<file path="src/fcd_pkg.sv">
// shared constants for the floppy command decoder
package fcd_pkg;
  localparam logic [2:0] OFS_STATUS_A   = 3'h0;
  localparam logic [2:0] OFS_STATUS_B   = 3'h1;
  localparam logic [2:0] OFS_DIG_OUT    = 3'h2;
  localparam logic [2:0] OFS_TAPE       = 3'h3;
  localparam logic [2:0] OFS_MAIN_STAT  = 3'h4;
  localparam logic [2:0] OFS_FIFO       = 3'h5;
  localparam logic [2:0] OFS_DIG_IN     = 3'h7;
  localparam logic [4:0] OPC_READ       = 5'h06;
  localparam logic [4:0] OPC_READ_DEL   = 5'h0C;
  localparam logic [4:0] OPC_READ_TRACK = 5'h02;
  localparam logic [4:0] OPC_READ_ID    = 5'h0A;
  localparam logic [4:0] OPC_VERIFY     = 5'h16;
  localparam logic [4:0] OPC_WRITE      = 5'h05;
  localparam logic [4:0] OPC_WRITE_DEL  = 5'h09;
  localparam logic [4:0] OPC_FORMAT     = 5'h0D;
  localparam logic [7:0] OPC_VERSION    = 8'h10;
  localparam logic [7:0] OPC_RECAL      = 8'h07;
  localparam logic [7:0] OPC_SENSE_INT  = 8'h08;
  localparam logic [7:0] OPC_SPECIFY    = 8'h03;
  localparam logic [7:0] OPC_SEEK       = 8'h0F;
  localparam logic [7:0] OPC_CONFIGURE  = 8'h13;
  localparam logic [7:0] OPC_DUMPREG    = 8'h0E;
  localparam logic [7:0] OPC_PERP       = 8'h12;
  localparam logic [6:0] OPC_LOCK       = 7'h14;
  localparam logic [7:0] OPC_SENSE_DRV  = 8'h04;
  localparam logic [7:0] STATUS_INVALID  = 8'h80;
  localparam logic [7:0] STATUS_SEEK_END = 8'h20;
  localparam logic [7:0] STATUS_ABNORMAL = 8'h40;
  localparam int         MAX_BYTES      = 10;
  // step pulse width and spacing, given in ns and rounded up to whole clocks
  localparam int         STEP_NS        = 1000;
  localparam int         CLK_NS         = 10;
  localparam int         STEP_CYCLES    = (STEP_NS + CLK_NS - 1) / CLK_NS;
  // arbitrary version value
  localparam logic [7:0] VERSION_BYTE   = 8'h5A;
  localparam logic [7:0] PRECOMP_TRACK_RESET  = 8'h00;
  localparam logic [3:0] FIFO_THRESHOLD_RESET = 4'h0;
  typedef enum logic [2:0] {FCD_IDLE, FCD_CMD, FCD_EXEC, FCD_RESULT} fcd_phase_t;
endpackage

</file>
<file path="src/fcd_toggle.sv">
// toggle flip-flop flipping on every rising edge of a sampled line
`timescale 1ns/100ps
`default_nettype none
module fcd_toggle (
  input  wire logic clk_in,
  input  wire logic reset_in,
  input  wire logic line_in,
  output var  logic toggle_out
);
  logic line_prev;

  always_ff @(posedge clk_in) begin
    if (reset_in) begin
      // start from the pin level so an idle high line gives no false edge
      line_prev  <= line_in;
      toggle_out <= 1'b0;
    end else begin
      line_prev <= line_in;
      if (line_in && !line_prev) begin
        toggle_out <= !toggle_out;
      end
    end
  end
endmodule
`default_nettype wire

</file>
<file path="src/fcd_decoder.sv">
// floppy command decoder with status register front end
// Summary of operation
// - unknown opcode does nothing, returns single result byte 80H.
// - recalibrate steps outward to track zero, raises interrupt, no result.
// - seek byte two holds head at bit 2, drive at bits 1..0.
// - seek steps head to the new cylinder, returns no result bytes.
// - dump command loads cylinders and internal parameters as result bytes.
// - dump lock byte: lock, zero, perpendicular enables, gap, write gate.
// - verify takes count flag in bit 7, transfers no data.
// - status A bit 7 shows interrupt output in both modes.
// - enhanced mode status A shows drive pins with listed polarities.
// - compact mode status A shows drive pins with listed polarities.
// - enhanced status B bits 4 and 3 toggle on write/read data rises.
// - enhanced status B bit 5 drive select bit, bit 2 inverted write enable.
// - enhanced status B bits 1,0 are inverted motor enables B, A.
// - compact status B bit 7 second drive, bits 6,5 drive selects.
// - registers decode by offset from the base for reads and writes.
// - commands pass through command, execution, then result phases; unknown opcodes skip execution, seeks skip result.
// - with lock set, fifo settings and precomp track survive software reset.
`timescale 1ns/100ps
`default_nettype none
module fcd_decoder
  import fcd_pkg::*;
#(
  parameter int STEP_LEN = STEP_CYCLES
) (
  input  wire logic       clk_in,
  input  wire logic       reset_in,
  input  wire logic [2:0] addr_in,
  input  wire logic       rd_in,
  input  wire logic       wr_in,
  input  wire logic [7:0] wdata_in,
  output var  logic [7:0] rdata_out,
  input  wire logic       compact_mode_in,
  input  wire logic       track_zero_in,
  input  wire logic       index_pulse_in,
  input  wire logic       write_protect_in,
  input  wire logic       second_drive_present_in,
  input  wire logic       read_data_line_in,
  input  wire logic       write_data_out_in,
  input  wire logic       write_enable_out_in,
  input  wire logic       dma_request_in,
  input  wire logic       disk_change_in,
  output var  logic       step_pulse_out,
  output var  logic       step_dir_out,
  output var  logic       head_side_out,
  output var  logic       drive_select_a_out,
  output var  logic       drive_select_b_out,
  output var  logic       motor_on_a_out,
  output var  logic       motor_on_b_out,
  output var  logic       interrupt_out,
  output var  logic [7:0] digital_output_out,
  output var  logic [7:0] transfer_rate_out,
  output var  logic [7:0] rate_config_out,
  output var  logic       execute_out,
  output var  logic [7:0] exec_command_out,
  input  wire logic       exec_done_in
);
  if (STEP_LEN < 1 || STEP_LEN > 32767) begin : g_bad_step
    $error("STEP_LEN must be between 1 and 32767");
  end

  fcd_phase_t  phase;
  logic [7:0]  cmd [MAX_BYTES];
  logic [3:0]  cmd_cnt;
  logic [3:0]  cmd_len;
  logic [7:0]  res [MAX_BYTES];
  logic [3:0]  res_cnt;
  logic [3:0]  res_len;
  logic [7:0]  present_cylinder [4];
  logic [7:0]  target;
  logic [1:0]  sel_drive;
  logic [7:0]  status_zero;
  logic [7:0]  spec_rate;
  logic [7:0]  spec_load;
  logic [7:0]  sector_limit;
  logic        lock_flag;
  logic [3:0]  perp_en;
  logic        gap_flag;
  logic        write_gate_flag;
  logic        implied_seek;
  logic        fifo_enable_flag;
  logic        poll_off;
  logic [3:0]  fifo_threshold;
  logic [7:0]  precomp_start_track;
  logic [7:0]  tape_assign;
  logic [15:0] step_timer;
  logic        step_latch;
  logic        wd_toggle;
  logic        rd_toggle;
  logic [7:0]  first;
  logic [4:0]  low_op;
  logic        fifo_wr;
  logic        fifo_rd;
  logic        soft_reset;
  logic [3:0]  next_len;
  logic        move_done;

  assign fifo_wr    = wr_in && addr_in == OFS_FIFO;
  assign fifo_rd    = rd_in && addr_in == OFS_FIFO;
  assign soft_reset = wr_in && addr_in == OFS_MAIN_STAT && wdata_in[7];
  assign first      = cmd[0];
  // flags sit in the top three bits of sector commands
  // split opcode field
  assign low_op     = first[4:0];
  // recalibrate ends on the track zero pin, the seeks on the cylinder count
  assign move_done  = step_timer == 16'd0 && (first == OPC_RECAL ? !track_zero_in
                      : present_cylinder[sel_drive] == target);

  // command length from the first byte, zero marks an unknown opcode
  always_comb begin
    next_len = 4'd0;
    unique case (1'b1)
      low_op == OPC_READ, low_op == OPC_READ_DEL, low_op == OPC_WRITE,
      low_op == OPC_WRITE_DEL, low_op == OPC_VERIFY:          next_len = 4'd9;
      first[7:5] == 3'b000 && low_op == OPC_READ_TRACK[4:0]:   next_len = 4'd9;
      first[7] == 1'b0 && first[5:0] == {1'b0, OPC_READ_ID}:   next_len = 4'd2;
      first[7] == 1'b0 && first[5:0] == {1'b0, OPC_FORMAT}:    next_len = 4'd6;
      first == OPC_RECAL, first == OPC_SENSE_DRV:              next_len = 4'd2;
      first == OPC_SEEK:                                       next_len = 4'd3;
      first == OPC_SPECIFY:                                    next_len = 4'd3;
      first == OPC_CONFIGURE:                                  next_len = 4'd4;
      first == OPC_PERP:                                       next_len = 4'd2;
      first[6:0] == OPC_LOCK, first == OPC_VERSION:            next_len = 4'd1;
      first == OPC_SENSE_INT, first == OPC_DUMPREG:            next_len = 4'd1;
      first[7:6] == 2'b10 && first[4:0] == 5'h0F:              next_len = 4'd3;
      default:                                                 next_len = 4'd0;
    endcase
  end

  // three phase command sequencer
  // command execute result
  always_ff @(posedge clk_in) begin
    if (reset_in || soft_reset) begin
      phase       <= FCD_IDLE;
      cmd_cnt     <= 4'd0;
      cmd_len     <= 4'd0;
      res_cnt     <= 4'd0;
      res_len     <= 4'd0;
      execute_out <= 1'b0;
      exec_command_out <= 8'h00;
      target      <= 8'h00;
      sel_drive   <= 2'd0;
      for (int i = 0; i < MAX_BYTES; i++) begin
        res[i] <= 8'h00;
        cmd[i] <= 8'h00;
      end
    end else begin
      execute_out <= 1'b0;
      unique case (phase)
        FCD_IDLE: begin
          if (fifo_wr) begin
            cmd[0]  <= wdata_in;
            cmd_cnt <= 4'd1;
            phase   <= FCD_CMD;
          end
        end
        FCD_CMD: begin
          if (cmd_cnt == 4'd1) begin
            cmd_len <= next_len;
          end
          if (cmd_cnt == 4'd1 && next_len == 4'd0) begin
            res[0]  <= STATUS_INVALID;
            res_len <= 4'd1;
            res_cnt <= 4'd0;
            phase   <= FCD_RESULT;
          end else if (cmd_cnt != 4'd1 && cmd_cnt == cmd_len ||
                       cmd_cnt == 4'd1 && next_len == 4'd1) begin
            phase            <= FCD_EXEC;
            exec_command_out <= first;
            execute_out      <= 1'b1;
            sel_drive        <= cmd[1][1:0];
            target           <= (first == OPC_RECAL) ? 8'h00 : cmd[2];
          end else if (fifo_wr) begin
            cmd[cmd_cnt] <= wdata_in;
            cmd_cnt      <= cmd_cnt + 4'd1;
          end
        end
        FCD_EXEC: begin
          res_cnt <= 4'd0;
          unique case (1'b1)
            first == OPC_RECAL, first == OPC_SEEK,
            first[7:6] == 2'b10 && first[4:0] == 5'h0F: begin
              if (move_done) begin
                phase <= FCD_IDLE;
              end
            end
            first == OPC_SPECIFY, first == OPC_CONFIGURE, first == OPC_PERP: begin
              phase <= FCD_IDLE;
            end
            first == OPC_SENSE_INT: begin
              res[0]  <= status_zero;
              res[1]  <= present_cylinder[sel_drive];
              res_len <= 4'd2;
              phase   <= FCD_RESULT;
            end
            first == OPC_DUMPREG: begin
              for (int d = 0; d < 4; d++) res[d] <= present_cylinder[d];
              res[4]  <= spec_rate;
              res[5]  <= spec_load;
              res[6]  <= sector_limit;
              res[7]  <= {lock_flag, 1'b0, perp_en, gap_flag, write_gate_flag};
              res[8]  <= {1'b0, implied_seek, fifo_enable_flag, poll_off,
                          fifo_threshold};
              res[9]  <= precomp_start_track;
              res_len <= 4'd10;
              phase   <= FCD_RESULT;
            end
            first == OPC_VERSION: begin
              res[0]  <= VERSION_BYTE;
              res_len <= 4'd1;
              phase   <= FCD_RESULT;
            end
            first[6:0] == OPC_LOCK: begin
              res[0]  <= {3'b000, first[7], 4'h0};
              res_len <= 4'd1;
              phase   <= FCD_RESULT;
            end
            first == OPC_SENSE_DRV: begin
              res[0]  <= {1'b0, !write_protect_in, 1'b1, !track_zero_in, 1'b1,
                          cmd[1][2:0]};
              res_len <= 4'd1;
              phase   <= FCD_RESULT;
            end
            default: begin
              if (exec_done_in || low_op == OPC_VERIFY) begin
                res[0]  <= {6'b000000, cmd[1][1:0]};
                res[1]  <= 8'h00;
                res[2]  <= 8'h00;
                res[3]  <= cmd[2];
                res[4]  <= cmd[3];
                res[5]  <= cmd[4];
                res[6]  <= cmd[5];
                res_len <= 4'd7;
                phase   <= FCD_RESULT;
              end
            end
          endcase
        end
        FCD_RESULT: begin
          if (fifo_rd) begin
            if (res_cnt + 4'd1 >= res_len) begin
              phase <= FCD_IDLE;
            end
            res_cnt <= res_cnt + 4'd1;
          end
        end
      endcase
    end
  end

  // head stepping toward the target cylinder
  always_ff @(posedge clk_in) begin
    if (reset_in) begin
      step_timer     <= 16'd0;
      step_pulse_out <= 1'b0;
      step_dir_out   <= 1'b0;
      step_latch     <= 1'b0;
      for (int d = 0; d < 4; d++) present_cylinder[d] <= 8'h00;
    end else begin
      // a status A read clears the latch, a step in the same cycle wins
      if (rd_in && addr_in == OFS_STATUS_A) step_latch <= 1'b0;
      if (step_timer != 16'd0) begin
        step_timer <= step_timer - 16'd1;
        if (step_timer == 16'(STEP_LEN)) step_pulse_out <= 1'b0;
      end else if (phase == FCD_EXEC &&
                   (first == OPC_RECAL || first == OPC_SEEK ||
                    first[7:6] == 2'b10 && first[4:0] == 5'h0F)) begin
        if (first == OPC_RECAL && !track_zero_in) begin
          present_cylinder[sel_drive] <= 8'h00;
        end else if (first == OPC_RECAL || present_cylinder[sel_drive] != target) begin
          // recalibrate steps outward blind, the count is unknown until track zero
          step_dir_out   <= first != OPC_RECAL && target > present_cylinder[sel_drive];
          step_pulse_out <= 1'b1;
          step_latch     <= 1'b1;
          step_timer     <= 16'(2 * STEP_LEN);
          if (first != OPC_RECAL && target > present_cylinder[sel_drive]) begin
            present_cylinder[sel_drive] <= present_cylinder[sel_drive] + 8'd1;
          end else if (first != OPC_RECAL) begin
            present_cylinder[sel_drive] <= present_cylinder[sel_drive] - 8'd1;
          end
        end
      end
    end
  end

  // completion interrupt and its status byte
  always_ff @(posedge clk_in) begin
    if (reset_in) begin
      interrupt_out <= 1'b0;
      status_zero   <= STATUS_INVALID;
    end else if (phase == FCD_EXEC && move_done &&
                 (first == OPC_RECAL || first == OPC_SEEK)) begin
      interrupt_out <= 1'b1;
      status_zero   <= STATUS_SEEK_END | {6'b000000, sel_drive};
    end else if (phase == FCD_EXEC && first == OPC_SENSE_INT) begin
      interrupt_out <= 1'b0;
      status_zero   <= STATUS_INVALID;
    end
  end

  // parameters held by specify, configure, perpendicular and lock
  always_ff @(posedge clk_in) begin
    if (reset_in) begin
      spec_rate <= 8'h00;
      spec_load <= 8'h00;
      sector_limit <= 8'h00;
      lock_flag <= 1'b0;
      perp_en   <= 4'h0;
      gap_flag  <= 1'b0;
      write_gate_flag <= 1'b0;
      implied_seek    <= 1'b0;
      poll_off        <= 1'b0;
      fifo_enable_flag    <= 1'b0;
      fifo_threshold      <= FIFO_THRESHOLD_RESET;
      precomp_start_track <= PRECOMP_TRACK_RESET;
    end else if (soft_reset && !lock_flag) begin
      fifo_enable_flag    <= 1'b0;
      fifo_threshold      <= FIFO_THRESHOLD_RESET;
      precomp_start_track <= PRECOMP_TRACK_RESET;
    end else if (phase == FCD_EXEC && cmd_cnt == cmd_len) begin
      if (first == OPC_SPECIFY) begin
        spec_rate <= cmd[1];
        spec_load <= cmd[2];
      end
      if (first == OPC_CONFIGURE) begin
        implied_seek        <= cmd[2][6];
        fifo_enable_flag    <= cmd[2][5];
        poll_off            <= cmd[2][4];
        fifo_threshold      <= cmd[2][3:0];
        precomp_start_track <= cmd[3];
      end
      if (first == OPC_PERP) begin
        if (cmd[1][7]) perp_en <= cmd[1][5:2];
        gap_flag        <= cmd[1][1];
        write_gate_flag <= cmd[1][0];
      end
      if (first[6:0] == OPC_LOCK) lock_flag <= first[7];
      if (next_len == 4'd9) sector_limit <= cmd[6];
    end
  end

  // plain write registers
  always_ff @(posedge clk_in) begin
    if (reset_in) begin
      digital_output_out <= 8'h00;
      transfer_rate_out  <= 8'h00;
      rate_config_out    <= 8'h00;
      tape_assign        <= 8'h00;
    end else if (wr_in) begin
      unique case (addr_in)
        OFS_DIG_OUT:   digital_output_out <= wdata_in;
        OFS_TAPE:      tape_assign        <= {6'b000000, wdata_in[1:0]};
        OFS_MAIN_STAT: transfer_rate_out  <= {1'b0, wdata_in[6:0]};
        OFS_DIG_IN:    rate_config_out    <= wdata_in;
        default: ;
      endcase
    end
  end

  // drive selects and motors follow the digital output register, head side follows bit 2 of command byte two
  always_comb begin
    drive_select_a_out = digital_output_out[1:0] == 2'd0;
    drive_select_b_out = digital_output_out[1:0] == 2'd1;
    motor_on_a_out     = digital_output_out[4];
    motor_on_b_out     = digital_output_out[5];
    head_side_out      = cmd[1][2];
  end

  fcd_toggle u_wd_toggle (
    .clk_in     (clk_in),
    .reset_in   (reset_in),
    .line_in    (write_data_out_in),
    .toggle_out (wd_toggle)
  );
  fcd_toggle u_rd_toggle (
    .clk_in     (clk_in),
    .reset_in   (reset_in),
    .line_in    (read_data_line_in),
    .toggle_out (rd_toggle)
  );

  // read mux, registered so data come from flip-flops
  // offset decode
  always_ff @(posedge clk_in) begin
    if (reset_in) begin
      rdata_out <= 8'h00;
    end else if (rd_in) begin
      unique case (addr_in)
        OFS_STATUS_A: rdata_out <= compact_mode_in ?
          {interrupt_out, dma_request_in, step_latch, !track_zero_in,
           head_side_out, !index_pulse_in, !write_protect_in, !step_dir_out} :
          {interrupt_out, second_drive_present_in, !step_pulse_out,
           track_zero_in, !head_side_out, index_pulse_in, write_protect_in,
           step_dir_out};
        OFS_STATUS_B: rdata_out <= compact_mode_in ?
          {second_drive_present_in, drive_select_b_out, drive_select_a_out,
           wd_toggle, rd_toggle, !write_enable_out_in, 2'b11} :
          {2'b11, digital_output_out[0], wd_toggle, rd_toggle,
           !write_enable_out_in, !motor_on_b_out, !motor_on_a_out};
        OFS_TAPE:      rdata_out <= tape_assign;
        OFS_MAIN_STAT: rdata_out <= {phase != FCD_EXEC, phase == FCD_RESULT,
                                     phase == FCD_EXEC, phase != FCD_IDLE, 4'h0};
        OFS_FIFO:      rdata_out <= (phase == FCD_RESULT) ? res[res_cnt] : 8'h00;
        OFS_DIG_IN:    rdata_out <= {!disk_change_in, 7'h00};
        default:       rdata_out <= 8'h00;
      endcase
    end
  end
endmodule
`default_nettype wire

</file>
<file path="config.mk">
export PLATFORM = sky130hd
export DESIGN_NAME = fcd_decoder
export DESIGN_NICKNAME = d
export VERILOG_FILES = /design/src/fcd_pkg.sv /design/src/fcd_toggle.sv /design/src/fcd_decoder.sv
export SDC_FILE = /design/constraint.sdc
export NUM_CORES = 1
export LEC_CHECK = 0
export ABC_CLOCK_PERIOD_IN_PS = 5300
export BUFFER_PORTS_ARGS = -buffer_cell sky130_fd_sc_hd__buf_2
export CAP_MARGIN = 20
export CORE_MARGIN = 5
export CORE_UTILIZATION = 40
export DETAILED_ROUTE_END_ITERATION = 8
export PLACE_DENSITY = 0.57
export SETUP_SLACK_MARGIN = 0.05
export SYNTH_ARGS = -nofsm -noshare
export SYNTH_HDL_FRONTEND = slang
export SYNTH_SLANG_ARGS = --single-unit
</file>
<file path="constraint.sdc">
create_clock -name clk_in -period 5.3 [get_ports clk_in]
set_clock_uncertainty 0.2 [all_clocks]
set_input_delay 0.265 -clock clk_in [delete_from_list [all_inputs] [get_ports clk_in]]
set_output_delay 0.265 -clock clk_in [all_outputs]
set_load 0.01 [all_outputs]
</file>
After elaboration in Yosys (flattened, before gate mapping)
Memories as Yosys holds them, arrays and structs flattened. A register that Yosys moved wholly into a read port is not among the register bits.
Cells that the tools add are included.
{ "totals": {"reg_bits": 137, "latch_bits": 0, "mem_bits_rw": 192, "romBits": 0, "input_bits": 26, "out_inout_bits": 49, "elab_cells": 368, "memories": 3} }
{ "classes": {"addsub": 5, "multipliers": 0, "div_mod_pow": 0, "order_cmp": 2, "eq_ne": 54, "shift": 0, "n_mux": 145, "bitwise": 32, "n_reduce_logical": 92} }
{ "memory_table": {"columns": ["name", "words", "width", "rd", "rd_ports_with_merged_regs", "wr", "line_no", "source"], "rows": [
  ["cmd", 10, 8, 7, 1, 10, "fcd_decoder.sv:64", "logic [7:0] cmd [MAX_BYTES];"],
  ["res", 10, 8, 1, 1, 10, "fcd_decoder.sv:67", "logic [7:0] res [MAX_BYTES];"],
  ["present_cylinder", 4, 8, 5, 1, 4, "fcd_decoder.sv:70", "logic [7:0] present_cylinder [4];"]
]} }
{ "op_table": {"columns": ["op", "count"], "rows": [
  ["two-way mux 8 bit", 33],
  ["two-way mux 1 bit", 78],
  ["two-way mux 16 bit", 4],
  ["case mux 8 bit (6 select lines)", 1],
  ["two-way mux 4 bit", 11],
  ["bitwise OR 1 bit", 26],
  ["equality test 8 x 4 -> 1 bit (second input constant)", 3],
  ["equality test 8 x 5 -> 1 bit (second input constant)", 3],
  ["case mux 4 bit (6 select lines)", 1],
  ["AND reduction 3 bit", 8],
  ["logical AND 1 bit", 23],
  ["two-way mux 3 bit", 7],
  ["inequality test 2 bit (second input constant)", 9],
  ["equality test 16 x 7 -> 1 bit (second input constant)", 1],
  ["equality test 8 x 3 -> 1 bit (second input constant)", 2],
  ["zero test 16 bit", 1],
  ["case mux 4 bit (2 select lines)", 2],
  ["case mux 4 bit (4 select lines)", 1],
  ["AND reduction 4 bit", 4],
  ["nonzero test 16 bit", 1],
  ["OR reduction 8 bit", 2],
  ["subtractor 16 x 1 -> 16 bit (second input constant)", 1],
  ["equality test 5 x 4 -> 1 bit (second input constant)", 3],
  ["zero test 1 bit", 15],
  ["49 further kinds", 90]
]} }

Logic depth before layout (Yosys ltp)
An unclocked memory read counts as a cell.
{ "depth": {"ltp_word": 18, "ltp_mapped": 12, "mapped_depth_nobuf": 10} }

By module
A second synthesis with hierarchy kept.
{ "unflattened": {"cells_unflattened": 1354, "hier_area_um2": 14680.3} }
{ "by_module_without_submodules": {"columns": ["module", "n_inst", "cells_each", "area_each_um2", "seq_area_each_um2"], "rows": [
  ["fcd_decoder", 1, 1342, 14542.7, 7887.6],
  ["fcd_toggle", 2, 6, 68.8, 40.0]
]} }

Least setup slack after synthesis
Ideal clock, no wire load.
{ "synth_path": {"path_kind": "register -> register", "start": "memory cmd[0][7]", "end": "memory cmd[2][0], enable pin", "setup_ps": 384, "t_arrival_ps": 2891, "required_time_ps": 4716, "slack_ps": 1825, "stages_incl_launch_ff": 12, "n_path_buf": 4, "period_less_slack_ps": 3475, "cell_sequence": "edfxtp_1 -> buf_2 -> or4_4 -> buf_6 -> nor2_2 -> a211o_1 -> or4_1 -> buf_4 -> o211ai_4 -> or3b_1 -> buf_2 -> o21ai_0"} }
{ "synth_rtl": {"columns": ["element", "line_no"], "rows": [
  ["from (decl)", "fcd_decoder.sv:64"]
]} }

==> out/summary.md <==
## Run status
• result of the run: finished clean

## Die
• floorplan die width: 199 microns
• core area: 0.0355 sq mm
• starting density of the core: 0.405
• Die Outline Area: 0.0398 sq mm
• FP Rows: 69
• boundary pin count: 75
• height of the die: 199 microns

## Critical path
• CP max-delay cell: sky130_fd_sc_hd__o21ai_0
• number of gates on the worst path with buffers counted: 8
• CP top delay family: simple AND/OR/NAND/NOR gates
• Worst Setup Start Kind: flop
• Critical Setup Path Class: reg -> reg
• critical path data required time: 5.30 ns
• slowest cell delay on critical path: 0.80 ns
• number of cell instances on the worst register-to-register path: 8
• critical-path cell list: or4b_2, nor2_2, a211o_1, or4_1, o211ai_4, or3b_1, buf_4, o21ai_0
• total buffers and inverters traversed by the critical path: 1
• critical path capture point type: flop
• Max Fanout on Critical Path: 18
• arrival time of data at the critical path endpoint: 4.14 ns

## GRT
• number of antenna violations at the first check in global routing: 0
• largest net degree at the start of global routing: 55
• total gr overflow: 0
• overall routing resource usage: 0.202
• first-pass GRT wire length: 61.5 mm
• number of global-route vias before repair: 10100

## Clock tree
• worst-case clock buffer depth: 3
• clock root buffer: sky130_fd_sc_hd__clkbuf_16
• clk_lat worst skew: 0.59 ns
• CTS Sinks: 315
• CTS tree: done
• setup fix buffers added after clock tree synthesis: 0
• clock transition at the registers of the reported paths: 0.07 ns
• H-tree levels: 1
• clock buffers created by TritonCTS: 31

## Placed design
• total cell area at the placement stage: 0.0151 sq mm
• number of placed cells counting well taps: 1801
• sum of net half-perimeters after detailed placement: 28.9 mm
• last weighted congestion value of the routability-driven placer: 0.942
• quantity of I/O buffers inserted on ports: 73
• Worst Setup Slack post-DPL: 1.16 ns

## Hold path
• Hold Path Cell Cnt: 5
• worst min-delay path category: in -> reg

## Finish
• share of final-layout standard cells stronger than drive strength 1: 0.140
• fin cells: 1876
• Syn-to-layout area delta: 13.5%
• Final #Nets: 1434
• count of inserted antenna diode cells: 0
• area of all placed cells without fillers: 0.0163 sq mm
• Util after Layout: 0.459

## Pwr
• switching power share of the total: 0.254
• sw power: 0.00148 W
• P_int: 0.00433 W
• leakage dissipation: 5.88 nW
• proportion of power drawn by the clock network: 0.400
• power share of the sequential group: 0.484
• worst vdd rail ir drop: 0.298 mV
• logic gate share of total power: 0.117
• cell area power density: 356 mW/mm^2

## Detailed routing
• Detailed Route Iter0 Violations: 885
• Vias per Instance: 5.54
• vias: 10400
• antenna-violating nets left: 0
• DRC violations left: 0
• routed wirelength normalized by instance count: 21.7 microns
• detailed-router iteration count before antenna repair: 5
• total wire length after detailed routing: 40.6 mm

## Synth
• fraction of the yosys area taken by sequential cells: 0.555
• post-synthesis instance area: 0.0144 sq mm
• share of cell area taken by muxes after synthesis: 0.0845
• number of cells produced by synthesis: 1332
• Post-Synth Simple-Gate Area: 0.180
• Syn Nets: 1376
• library cells used by synthesis: 83
• xor-xnor portion of the synthesized cell area: 0.0189
• Post-synth top flop: sky130_fd_sc_hd__edfxtp_1
• synthesized flop and latch total: 315
• average cell area after synthesis: 10.8 sq um
• area share of fa/ha/maj cells after synthesis: 0.0157
• number of enable flip-flop cells after synthesis: 166
• number of warnings issued by yosys: 0
• complex-gate fraction of the synthesized area: 0.111
• main combinational cell family by area after synthesis: simple AND/OR/NAND/NOR gates
• fraction of synthesis flops using an asynchronous set or reset pin: 0

## STA
• Achievable Freq: 241 MHz
• number of hold-slack violations in the final timing report: 0
• setup total negative slack: 0 ns
• post-layout minimum cycle time: 4.14 ns
• Setup WS post-layout: 1.16 ns
• max-slew violation count: 0
• setup repair after global routing missed its margin: false
• worst rel slew slack: 0.232
• measured slew at the worst slew-check pin: 1.15 ns
• number of failing setup endpoints in the final timing report: 0
• part of the cycle the worst path needs: 0.782

## Flow run
• max-capacitance violation count: 0

[power by group through the flow]
stage / combinational, W / sequential, W / clock, W
after floorplan: 0.000536 / 0.00281 / 0
after global placement: 0.000662 / 0.00286 / 0
after detailed placement: 0.000668 / 0.00286 / 0
after CTS: 0.000680 / 0.00281 / 0.00235
after global routing: 0.000758 / 0.00282 / 0.00246
final: 0.000679 / 0.00281 / 0.00232
[tightest hold or removal path, delay by kind of cell]
kind | cells | cell delay [ns]
simple gates | 1 | 0.09
buf+inv | 1 | 0.10
compound gates | 3 | 0.31
[cell families after synthesis]
family          after synthesis
compound gates              230
xor+xnor                     31
fa+ha+maj                    18
buf+inv                     114
flops                       315
mux                          92
other cells                   1
simple gates                531
[cell usage after synthesis, drive strengths merged (11+ instances only)]
cell type | n | area [sq um]
xor2 | 11 | 96.3
nor2b | 16 | 100
nor3 | 29 | 166
nand3 | 33 | 170
nor2 | 201 | 785
nand2 | 128 | 480
a31oi | 13 | 81.3
mux4 | 23 | 518
inv | 33 | 124
edfxtp | 166 | 4980
xnor2 | 20 | 175
a22o | 41 | 359
buf | 32 | 189
dfxtp | 149 | 2980
ha | 18 | 225
mux2i | 65 | 651
and2 | 41 | 257
a21oi | 66 | 342
o21ai | 40 | 200
clkbuf | 49 | 184
[layout by cell type, fill, tap and decap left out, drive strengths merged, types with 6 or more instances in the layout]
cell and count:
a211oi 9, a21o 7, a21oi 66, a22o 41
a31oi 13, and2 41, and3 9, buf 90
bufinv 6, clkbuf 36, clkinv 12, dfxtp 149
dlygate4sd3 15, edfxtp 166, ha 18, inv 35
mux2i 65, mux4 23, nand2 128, nand2b 10
nand3 33, nand3b 7, nand4 6, nor2 201
nor2b 16, nor3 29, nor4 10, nor4b 6
o211ai 7, o21ai 40, or3 8, or4 6
xnor2 20, xor2 11
[worst paths after layout]
| path | start | end | slack (ns) |
|---|---|---|---|
| worst max-delay path | cmd[0][2]$_SDFFCE_PN0P_ | cmd[6][5]$_SDFFCE_PN0P_ | 1.16 |
| worst min-delay path | exec_done_in | phase[0]$_SDFFE_PP0P_ | 0.02 |
| worst max register to register | cmd[0][2]$_SDFFCE_PN0P_ | cmd[6][5]$_SDFFCE_PN0P_ | 1.16 |
| worst min register to register | perp_en[1]$_SDFFE_PP0P_ | perp_en[1]$_SDFFE_PP0P_ | 0.25 |
[metrics by stage]
step           hold WS, ns  power (W)
2_1_floorplan       0.0927    0.00334
3_5_place_dp         0.180    0.00353
6_report            0.0248    0.00581
5_1_grt             0.0254    0.00604
4_1_cts            0.00466    0.00584
3_3_place_gp         0.180    0.00352
[state kept, by name, indices dropped and copies added, names as in the netlist, 16 cells and up, named ones only]
register          count
step_timer           16
res                  78
cmd                  56
present_cylinder     32
[repair_timing]
| action | 4_1_cts | 5_1_grt |
|---|---|---|
| hold buffers | 15 | 0 |
| gates resized for setup | 0 | 0 |
| endpoints found under the hold margin | 65 | 0 |
[final cells by class]
type	instances	area (sq um)
Fill cell	3287	19200
Sequential cell	315	7970
Multi-Input combinational cell	903	5910
Clock buffer	35	791
Timing Repair Buffer	106	651
Tap cell	461	577
Clock inverter	23	279
Inverter	33	124
[layer usage]
| metal | GRT usage | share of wire | vias up |
|---|---|---|---|
| li1 | - | - | 4924 |
| met1 | 0.278 | 0.44 | 5080 |
| met2 | 0.339 | 0.48 | 340 |
| met3 | 0.0298 | 0.059 | 52 |
| met4 | 0.0513 | 0.024 | 0 |
| met5 | 0 | 0 | - |
Power figures use the tool's default switching activity.
